**src/pkg/asr_defines.svh**
```systemverilog
// Timing constants and geometry for the asynchronous SRAM host controller.
// Assumes a 20 MHz controller clock and the faster or slower speed grade.
`ifndef ASR_DEFINES_SVH
`define ASR_DEFINES_SVH

`define ASR_ADDR_W 20
`define ASR_DATA_W 16
`define ASR_CLK_PERIOD_NS 50
// Byte lane width, and the extra read cycle that the data-bus synchroniser costs.
`define ASR_LANE_W 8
`define ASR_DQ_SYNC_LAG 1
// Write pulse, select-to-write-end, access and cycle times, per grade, in ns.
`define ASR_WP_FAST_NS 35
`define ASR_WP_SLOW_NS 40
`define ASR_CW_FAST_NS 45
`define ASR_CW_SLOW_NS 50
`define ASR_RC_FAST_NS 45
`define ASR_RC_SLOW_NS 55
`define ASR_AA_FAST_NS 45
`define ASR_AA_SLOW_NS 55
`define ASR_OE_FAST_NS 30
`define ASR_OE_SLOW_NS 35
`define ASR_WC_FAST_NS 45
`define ASR_WC_SLOW_NS 55
// Operation recovery after retention, in ms.
`define ASR_RECOVERY_MS 5
`define ASR_NS_PER_MS 1000000
// Least times round up to whole cycles, never below one.
`define ASR_CYC_UP(ns) ((((ns) + `ASR_CLK_PERIOD_NS - 1) / `ASR_CLK_PERIOD_NS) < 1 ? 1 : \
    (((ns) + `ASR_CLK_PERIOD_NS - 1) / `ASR_CLK_PERIOD_NS))
`define ASR_RECOVERY_CYC ((`ASR_RECOVERY_MS * `ASR_NS_PER_MS) / `ASR_CLK_PERIOD_NS)
`define ASR_CNT_W 17

`endif

```
**src/pkg/asr_pkg.sv**
```systemverilog
// Types shared by the asynchronous SRAM host controller and its bench.
// Assumes asr_defines.svh is on the include path.
`include "asr_defines.svh"

package asr_pkg;

    typedef struct packed {
        logic write;
        logic [1:0] lane_n;
        logic [`ASR_ADDR_W-1:0] addr;
        logic [`ASR_DATA_W-1:0] wdata;
    } asr_req_t;

    typedef struct packed {
        logic [`ASR_ADDR_W-1:0] addr;
        logic select_low_active;
        logic select_high_active;
        logic write_n;
        logic output_en_n;
        logic low_lane_select_n;
        logic high_lane_select_n;
    } asr_pins_t;

    typedef enum logic [2:0] {
        ST_RECOVER,
        ST_IDLE,
        ST_READ,
        ST_WRITE,
        ST_GAP,
        ST_RETAIN
    } asr_state_t;

endpackage

```
**src/rtl/asr_host.sv**
```systemverilog
// Host-side controller for a clockless 1M x 16 asynchronous SRAM.
// Assumes the SRAM pins connect directly and the data bus is resolved outside.
// Assumes requests come from logic on this clock; retain_i may change at any time.
//
// Contract
// - Controller holds the write window at least 35 or 40 ns.
// - Controller keeps the chip selected 45 or 50 ns until write end.
// - Address may change right after a write ends.
// - Consecutive reads spaced at least 45 or 55 ns.
// - Read data valid at most 45 or 55 ns after address; no earlier sample.
// - Data valid 30 or 35 ns after output enable falls; wait before sampling.
// - Consecutive writes spaced at least 45 or 55 ns.
// - Retention via active-high select low; other inputs may float.
// - After supply returns, stay deselected 5 ms before any access.
`include "asr_defines.svh"
`timescale 1ns/1ps
`default_nettype none

module asr_host #(
    parameter bit SLOW_GRADE = 1'b0,
    parameter int RECOVERY_CYC = `ASR_RECOVERY_CYC
) (
    input wire logic clk_i,
    input wire logic srst_i,
    input wire logic req_valid_i,
    input wire asr_pkg::asr_req_t req_i,
    output logic req_ready_o,
    output logic rd_valid_o,
    output logic [`ASR_DATA_W-1:0] rd_data_o,
    input wire logic retain_i,
    output logic busy_o,
    output asr_pkg::asr_pins_t pins_o,
    input wire logic [`ASR_DATA_W-1:0] dq_i,
    output logic [`ASR_DATA_W-1:0] dq_o,
    output logic [`ASR_DATA_W-1:0] dq_oe_o
);

    // cycle counts; the strictest figure sets each phase.
    localparam int WP_NS = SLOW_GRADE ? `ASR_WP_SLOW_NS : `ASR_WP_FAST_NS;
    localparam int CW_NS = SLOW_GRADE ? `ASR_CW_SLOW_NS : `ASR_CW_FAST_NS;
    localparam int AA_NS = SLOW_GRADE ? `ASR_AA_SLOW_NS : `ASR_AA_FAST_NS;
    localparam int OE_NS = SLOW_GRADE ? `ASR_OE_SLOW_NS : `ASR_OE_FAST_NS;
    localparam int RC_NS = SLOW_GRADE ? `ASR_RC_SLOW_NS : `ASR_RC_FAST_NS;
    localparam int WC_NS = SLOW_GRADE ? `ASR_WC_SLOW_NS : `ASR_WC_FAST_NS;
    localparam int WR_NS = (CW_NS > WP_NS) ? CW_NS : WP_NS;
    localparam int RD_NS0 = (AA_NS > OE_NS) ? AA_NS : OE_NS;
    localparam int RD_NS = (RD_NS0 > RC_NS) ? RD_NS0 : RC_NS;
    localparam int WR_CYC = `ASR_CYC_UP(WR_NS > WC_NS ? WR_NS : WC_NS);
    localparam int RD_CYC = `ASR_CYC_UP(RD_NS);
    // The data bus reaches the capture flop two cycles late, so a read stays open
    // one cycle beyond its access time; otherwise the idle bus from before the
    // read would be captured instead of the word.
    localparam int RD_HOLD = RD_CYC + `ASR_DQ_SYNC_LAG;
    localparam int CW = `ASR_CNT_W;

    // Phase counters run down to zero, so a phase of n cycles loads n minus one.
    function automatic logic [CW-1:0] to_cnt(input int n);
        to_cnt = CW'(n - 1);
    endfunction

    // Expands the two active-low lane selects into a per-bit lane mask.
    function automatic logic [`ASR_DATA_W-1:0] lane_to_mask(input logic [1:0] lane_n);
        lane_to_mask = {{`ASR_LANE_W{!lane_n[1]}}, {`ASR_LANE_W{!lane_n[0]}}};
    endfunction

    asr_pkg::asr_state_t state_q, state_d;
    logic [CW-1:0] cnt_q, cnt_d;
    asr_pkg::asr_req_t req_q;
    logic [`ASR_DATA_W-1:0] dq_s1_q, dq_s2_q, rd_data_q;
    logic ret_s1_q, ret_s2_q, rd_valid_q;
    asr_pkg::asr_pins_t pins_q;
    logic [`ASR_DATA_W-1:0] dq_oe_q;

    wire cnt_done = (cnt_q == '0);
    // Retention is honoured only between accesses, so a running access always ends.
    wire take = (state_q == asr_pkg::ST_IDLE) && req_valid_i && !ret_s2_q;
    wire [`ASR_DATA_W-1:0] lane_mask = lane_to_mask(req_q.lane_n);
    wire rd_done = (state_q == asr_pkg::ST_GAP) && !req_q.write;

    always_comb begin
        state_d = state_q;
        cnt_d = cnt_done ? cnt_q : cnt_q - CW'(1);
        case (state_q)
            asr_pkg::ST_RECOVER: begin
                if (ret_s2_q) begin
                    state_d = asr_pkg::ST_RETAIN;
                end else if (cnt_done) begin
                    state_d = asr_pkg::ST_IDLE;
                end
            end
            asr_pkg::ST_IDLE: begin
                if (ret_s2_q) begin
                    state_d = asr_pkg::ST_RETAIN;
                end else if (take) begin
                    state_d = req_i.write ? asr_pkg::ST_WRITE : asr_pkg::ST_READ;
                    cnt_d = req_i.write ? to_cnt(WR_CYC) : to_cnt(RD_HOLD);
                end
            end
            asr_pkg::ST_READ: begin
                // held until the synchronised sample is valid.
                if (cnt_done) begin
                    state_d = asr_pkg::ST_GAP;
                end
            end
            asr_pkg::ST_WRITE: begin
                if (cnt_done) begin
                    state_d = asr_pkg::ST_GAP;
                end
            end
            asr_pkg::ST_GAP: begin
                // one released cycle spaces accesses and lets the bus turn round.
                state_d = asr_pkg::ST_IDLE;
            end
            asr_pkg::ST_RETAIN: begin
                // Leaving retention always passes through the full recovery wait.
                if (!ret_s2_q) begin
                    state_d = asr_pkg::ST_RECOVER;
                    cnt_d = to_cnt(RECOVERY_CYC);
                end
            end
            default: begin
                state_d = asr_pkg::ST_RECOVER;
            end
        endcase
    end

    // Pin image for the next state; every pin leaves a flip-flop to avoid glitches.
    asr_pkg::asr_pins_t pins_d;
    logic [`ASR_DATA_W-1:0] dq_oe_d;
    wire active_d = (state_d == asr_pkg::ST_READ) || (state_d == asr_pkg::ST_WRITE);
    wire [1:0] lane_d = take ? req_i.lane_n : req_q.lane_n;
    always_comb begin
        pins_d = pins_q;
        pins_d.select_low_active = !active_d;
        pins_d.select_high_active = active_d;
        pins_d.low_lane_select_n = active_d ? lane_d[0] : 1'b1;
        pins_d.high_lane_select_n = active_d ? lane_d[1] : 1'b1;
        // read asserts output enable; write held full span
        pins_d.output_en_n = (state_d != asr_pkg::ST_READ);
        pins_d.write_n = (state_d != asr_pkg::ST_WRITE);
        // address only changes when a new access is taken
        if (take) begin
            pins_d.addr = req_i.addr;
        end
        // A write with both lanes high strobes a memory in standby and stores nothing.
        // drive only selected lanes while writing
        dq_oe_d = '0;
        if (state_d == asr_pkg::ST_WRITE) begin
            dq_oe_d = lane_to_mask(lane_d);
        end
    end

    // Reset leaves both selects inactive, so the memory sits in standby at once.
    always_ff @(posedge clk_i) begin
        if (srst_i) begin
            state_q <= asr_pkg::ST_RECOVER;
            cnt_q <= to_cnt(RECOVERY_CYC);
            req_q <= '0;
            pins_q <= '{addr: '0, select_low_active: 1'b1, select_high_active: 1'b0,
                        write_n: 1'b1, output_en_n: 1'b1,
                        low_lane_select_n: 1'b1, high_lane_select_n: 1'b1};
            dq_oe_q <= '0;
        end else begin
            state_q <= state_d;
            cnt_q <= cnt_d;
            pins_q <= pins_d;
            dq_oe_q <= dq_oe_d;
            if (take) begin
                req_q <= req_i;
            end
        end
    end

    // Data pins and the retention request come from outside and are synchronised.
    always_ff @(posedge clk_i) begin
        if (srst_i) begin
            dq_s1_q <= '0;
            dq_s2_q <= '0;
            ret_s1_q <= 1'b0;
            ret_s2_q <= 1'b0;
            rd_data_q <= '0;
            rd_valid_q <= 1'b0;
        end else begin
            dq_s1_q <= dq_i;
            dq_s2_q <= dq_s1_q;
            ret_s1_q <= retain_i;
            ret_s2_q <= ret_s1_q;
            // sample at read end after synchroniser delay
            rd_valid_q <= rd_done;
            if (rd_done) begin
                rd_data_q <= dq_s2_q & lane_mask;
            end
        end
    end

    // Ready comes from the state and retention synchroniser flops alone, so it never depends on req_valid_i.
    assign req_ready_o = (state_q == asr_pkg::ST_IDLE) && !ret_s2_q;
    assign rd_valid_o = rd_valid_q;
    assign rd_data_o = rd_data_q;
    assign busy_o = (state_q != asr_pkg::ST_IDLE);
    assign pins_o = pins_q;
    // Write data comes from the request register, steady across the whole window.
    assign dq_o = req_q.wdata;
    assign dq_oe_o = dq_oe_q;

endmodule

`default_nettype wire

```
**config.mk**
```make
export PLATFORM = sky130hd
export DESIGN_NAME = asr_host
export DESIGN_NICKNAME = d
export VERILOG_FILES = /design/src/pkg/asr_pkg.sv /design/src/rtl/asr_host.sv
export VERILOG_INCLUDE_DIRS = /design/src /design/src/pkg
export SDC_FILE = /design/constraint.sdc
export NUM_CORES = 1
export LEC_CHECK = 0
export ABC_AREA = 1
export BUFFER_PORTS_ARGS = -buffer_cell sky130_fd_sc_hd__buf_2
export CORE_MARGIN = 10
export CORE_UTILIZATION = 46
export CTS_CLUSTER_SIZE = 28
export DETAILED_ROUTE_END_ITERATION = 8
export PLACE_DENSITY = 0.75
export SLEW_MARGIN = 20
export SYNTH_ARGS = -nofsm -noshare
export SYNTH_HDL_FRONTEND = slang
export SYNTH_SLANG_ARGS = --single-unit
```
**constraint.sdc**
```tcl
create_clock -name clk_i -period 1.6 [get_ports clk_i]
set_input_delay 0.32 -clock clk_i [delete_from_list [all_inputs] [get_ports clk_i]]
set_output_delay 0.32 -clock clk_i [all_outputs]
set_load 0.05 [all_outputs]
```
# Yosys cells after proc, flatten, opt, wreduce, memory -nomap -nowiden
# Cells that the tools add are included.
# totals
regBits	125
output_inout_bits	77
# op_classes
addsub	1
eq_ne	10
n_mux	15
bitwise_logic	3
n_reduce_logical	17
# op_table
op	count
2-to-1 mux 17 bit	4
case mux 17 bit (2 select lines)	1
2-to-1 mux 3 bit	6
logical NOT 17 bit	1
subtractor 17 x 1 -> 17 bit (second input constant)	1
AND 16 bit	1
case mux 3 bit (5 select lines)	1
equality test 3 x 2 -> 1 bit (second input constant)	4
logical NOT 1 bit	7
equality test 3 bit (second input constant)	2
!= test 3 x 2 -> 1 bit (second input constant)	2
OR reduction 2 bit	3
logical AND 1 bit	4
equality test 3 x 1 -> 1 bit (second input constant)	1
logical NOT 3 bit	1
!= test 3 x 1 -> 1 bit (second input constant)	1
2-to-1 mux 1 bit	2
2-to-1 mux 2 bit	1
NOT 1 bit	2
logical OR 1 bit	1

# Logic depth before layout (Yosys ltp)
# logic_depth
depth_word	10
mapped_depth	13
depth_no_buf	13

# Least setup slack after synthesis
# Ideal clock, no wire load.
# synth_path
kind	reg2out
start	register state_q[0]
end	output req_ready_o
arrival_ns	1.558
slack_ns	-0.278
stages_incl_launch_ff	5
cell_sequence	dfxtp_1 > nand2_2 > nor2_1 > inv_1 > nor2_1
# synth_via
elab_chain_len	2
# synth_rtl
item	line	rtl
from (decl)	asr_host.sv:66	asr_pkg::asr_state_t state_q, state_d;
from (signal assigned)	asr_host.sv:156	state_q <= asr_pkg::ST_RECOVER;
from (signal assigned)	asr_host.sv:164	state_q <= state_d;
equality test 3 x 1 -> 1 bit	asr_host.sv:197	assign req_ready_o = (state_q == asr_pkg::ST_IDLE) && !ret_s2_q;
logical AND 1 bit	asr_host.sv:197	
to (decl)	asr_host.sv:27	output logic req_ready_o,
# No other way between the ends.

# Final worst setup path
# layout_path
start	register state_q[1]
end	output req_ready_o
# Same word-level chain as after synthesis.

==> impl_metrics.toml <==
[placed_design]
dp_hpwl_um = 8027
io_buffers = 135
place.gp.congestion = 0.8687
placement.cell_area_um2 = 5140

[cells_and_area]
num-fill-cells = 820
diodes = 0
final_area_um2 = 6118
nets = 766
fin_util_pct = 63.47
syn_to_final_growth_pct = 36.02
drive_above_1_share_pct = 33.70

[power_and_ir_drop]
p_sw_share_pct = 27.10
ir_drop_uv = 782.0
pwr_density_cell_nw_per_um2 = 1265
p_comb_share_pct = 10.8
seqPwrFrac_pct = 40.4
power_switching_uw = 2098
p_int_uw = 5643
leakagePower_uw = 0.002786
clkPwrFrac_pct = 48.9

[setup_path]
cp.required_ns = 1.28
cp-end-kind = "primary output"
slowest_delay_ns = 0.33
crit_fanout = 2
arrival_ns = 1.36
crit_type = "reg -> out"
r2r_setup_slack_ns = 0.02
startpoint_type = "register"
path_cells = "inv_2 -> nand2_4 -> nor2_4 -> inv_2 -> nor2_4 -> buf_8"
crit_path_top_delay_cell = "dfxtp_2"

[timing]
tightestPinTransition_ns = 0.4638
finalCriticalPeriod_ns = 1.675
slew_viol_final = 0
relSlewSlack_pct = 69.08
holdWs_ns = 0.008643
fin_worst_skew_ns = 0.01265
finalSetupTns_ns = -0.1032
max_freq_ghz = 0.5970
min_period_over_period_pct = 104.7
finalWorstSetupSlack_ns = -0.07517
setup_viol = 2
hold_violations = 0
rsz0062_at_grt = "true"

[logic_synthesis]
ys_warn_count = 0
synth_area_leaders = "dfxtp_1 53%, nand2_1 10%, a21oi_1 6.9%"
synth-seq-area-share_pct = 52.52
synth_area_um2 = 4498
ys_ff_latch = 118
yosysTopAreaCell = "dfxtp_1"
syn_inst = 564
synth_nets = 625
syn_avg_cell_area_um2 = 7.975
synth_cell_type_count = 32
yosys.area.top_type_share_pct = 52.52

[cts]
cts_sinks = 118
cts.clk_slew.worst_paths_ns = 0.06
cts_tree = "done"
cts-root-buf = "clkbuf_8"
htree_levels = 4
clk_latency_ns = 0.52
numCtsBuffers = 17
clockBufferDepth = 2

[floorplan]
row_count = 36
start_util_pct = 46.66
fp.dieW_um = 118.9
pin_count = 136
die_area_um2 = 14130
core-area_um2 = 9639
fp.dieH_um = 118.9

[global_route]
grt.total_usage_pct = 15.40
grt_pass1_wl_um = 18190
grt_pass1_vias = 3886
grt-ovfl-total = 0
antenna_found_initial = 0
grt_max_degree = 50

[job]
drv_cap = 0

[routing]
vias = 3975
totalWireLength_um = 11420
drc_errors = 0
via_per_inst = 4.671
ant_nets = 0
dr.pass1.iters = 5
detail_route.iter0.violations = 217
wl_per_cell_um = 13.42

[status]
violations = "setup timing"
outcome = "complete, but fails checks"

[min_path]
min_path_type = "in -> reg"
[per-layer routing]
layer  global-route usage (%)  vias to the layer above  wire (µm)
met5                        0                        -          0
met4                    4.580                        0         90
met3                    6.235                       12        681
met2                    26.84                      115       5936
met1                    16.85                     1833       4715
li1                         -                     2015          -
[power groups by stage]
stage,combinational [µW],sequential (µW),clock [µW]
floorplan,432,3280,0
global placement,711,3170,0
detailed placement,728,3180,0
CTS,782,3120,3840
global route,915,3140,3990
finish,833,3130,3780
[stage by stage]
stage / total power [µW] / instances / setup WS (ns)
after floorplan: 3709 / 564 / 0.08330
after global placement: 3886 / 797 / 0.1125
after detailed placement: 3909 / 797 / 0.06189
after CTS: 7738 / 844 / -0.08247
after global routing: 8047 / 851 / -0.1436
final: 7741 / 851 / -0.07517
[logic make-up (layout without fill, tap and decap cells)]
family                     count (synthesis)  after routing  synth area share [%]
AOI/OAI and AO/OA                         82             82                 9.764
xor gates and xnor gates                   9              9                 1.753
adders and majority gates                  2              2                0.5562
buffers and inverters                    112            266                 12.74
DFF                                      118            118                 52.52
and+or+nand+nor                          241            241                 22.67
[final timing paths]
kind              start     endpoint  depth (start not counted)
max reg2reg    cnt_q[1]     cnt_q[0]                         12
max          state_q[1]  req_ready_o                          6
min            dq_i[13]  dq_s1_q[13]                          3
min reg2reg  dq_s1_q[7]   dq_s2_q[7]                          2
[layout make-up]
type,count,area [µm²],share of cell area (%)
Sequential cell,118,2371,38.75
Timing Repair Buffer,174,1082,17.69
Clock buffer,17,414.1,6.769
Clock inverter,15,180.2,2.945
Multi-Input combinational cell,334,1679,27.44
Tap cell,133,166.4,2.720
Inverter,60,225.2,3.681
[cell usage in the layout, fill, tap and decap left out, types with 3 or more instances in the layout]
cell	count
nor2_2	4
nand2_2	10
a21oi_1	62
dfxtp_1	111
o21ai_1	4
o21a_1	4
nand2_1	115
buf_2	117
nor2_4	6
buf_4	31
dlygate4sd3_1	12
buf_6	3
nand3_1	22
nor2_1	68
o21ai_0	5
dfxtp_2	7
inv_8	4
nor3_1	5
clkbuf_4	8
inv_6	7
inv_2	10
a211oi_1	3
inv_1	48
xor2_1	6
nand2_4	3
clkbuf_16	16
[Yosys cell counts]
cell type	number
o211ai_1	1
inv_1	53
nor2_2	5
a21oi_1	62
nor3_1	5
buf_6	2
dfxtp_1	118
nand4_1	2
o21ai_0	5
o21bai_1	1
o21ai_1	4
a21oi_2	1
nor2_1	72
nand3b_1	2
o21a_1	4
ha_1	2
clkinv_1	2
nand3_1	22
buf_2	5
nor2_4	1
nand2_1	121
o31ai_1	1
nand3_2	2
clkbuf_1	10
a211oi_1	3
inv_2	5
xnor2_1	3
nor3_2	1
xor2_1	6
nand2_2	7
buf_4	35
nor3_4	1
[sequential cells by signal, summed over array words and instances, names as in the netlist]
name,flops
dq_s1_q,16
cnt_q,17
ret_s2_q,1
ret_s1_q,1
rd_data_o,16
dq_o,16
req_q,3
pins_o,26
rd_valid_o,1
dq_oe_o,2
dq_s2_q,16
state_q,3
[worst max-delay path: cells and delay by family (launching register included)]
kind,cells,cell delay (ns)
DFF,1,0.33
and+or+nand+nor,3,0.23
buffers and inverters,3,0.28
[repair_timing]
| action | in CTS | in global routing |
|---|---|---|
| endpoints found under the hold margin | 12 | 0 |
| hold buffers | 12 | 0 |
| buffers inserted | 3 | 7 |
| pin swaps | 1 | 10 |
| gates resized for setup | 12 | 57 |
| endpoints found under the setup margin | 2 | 40 |
No activity file was read; power rests on OpenSTA's default activity.
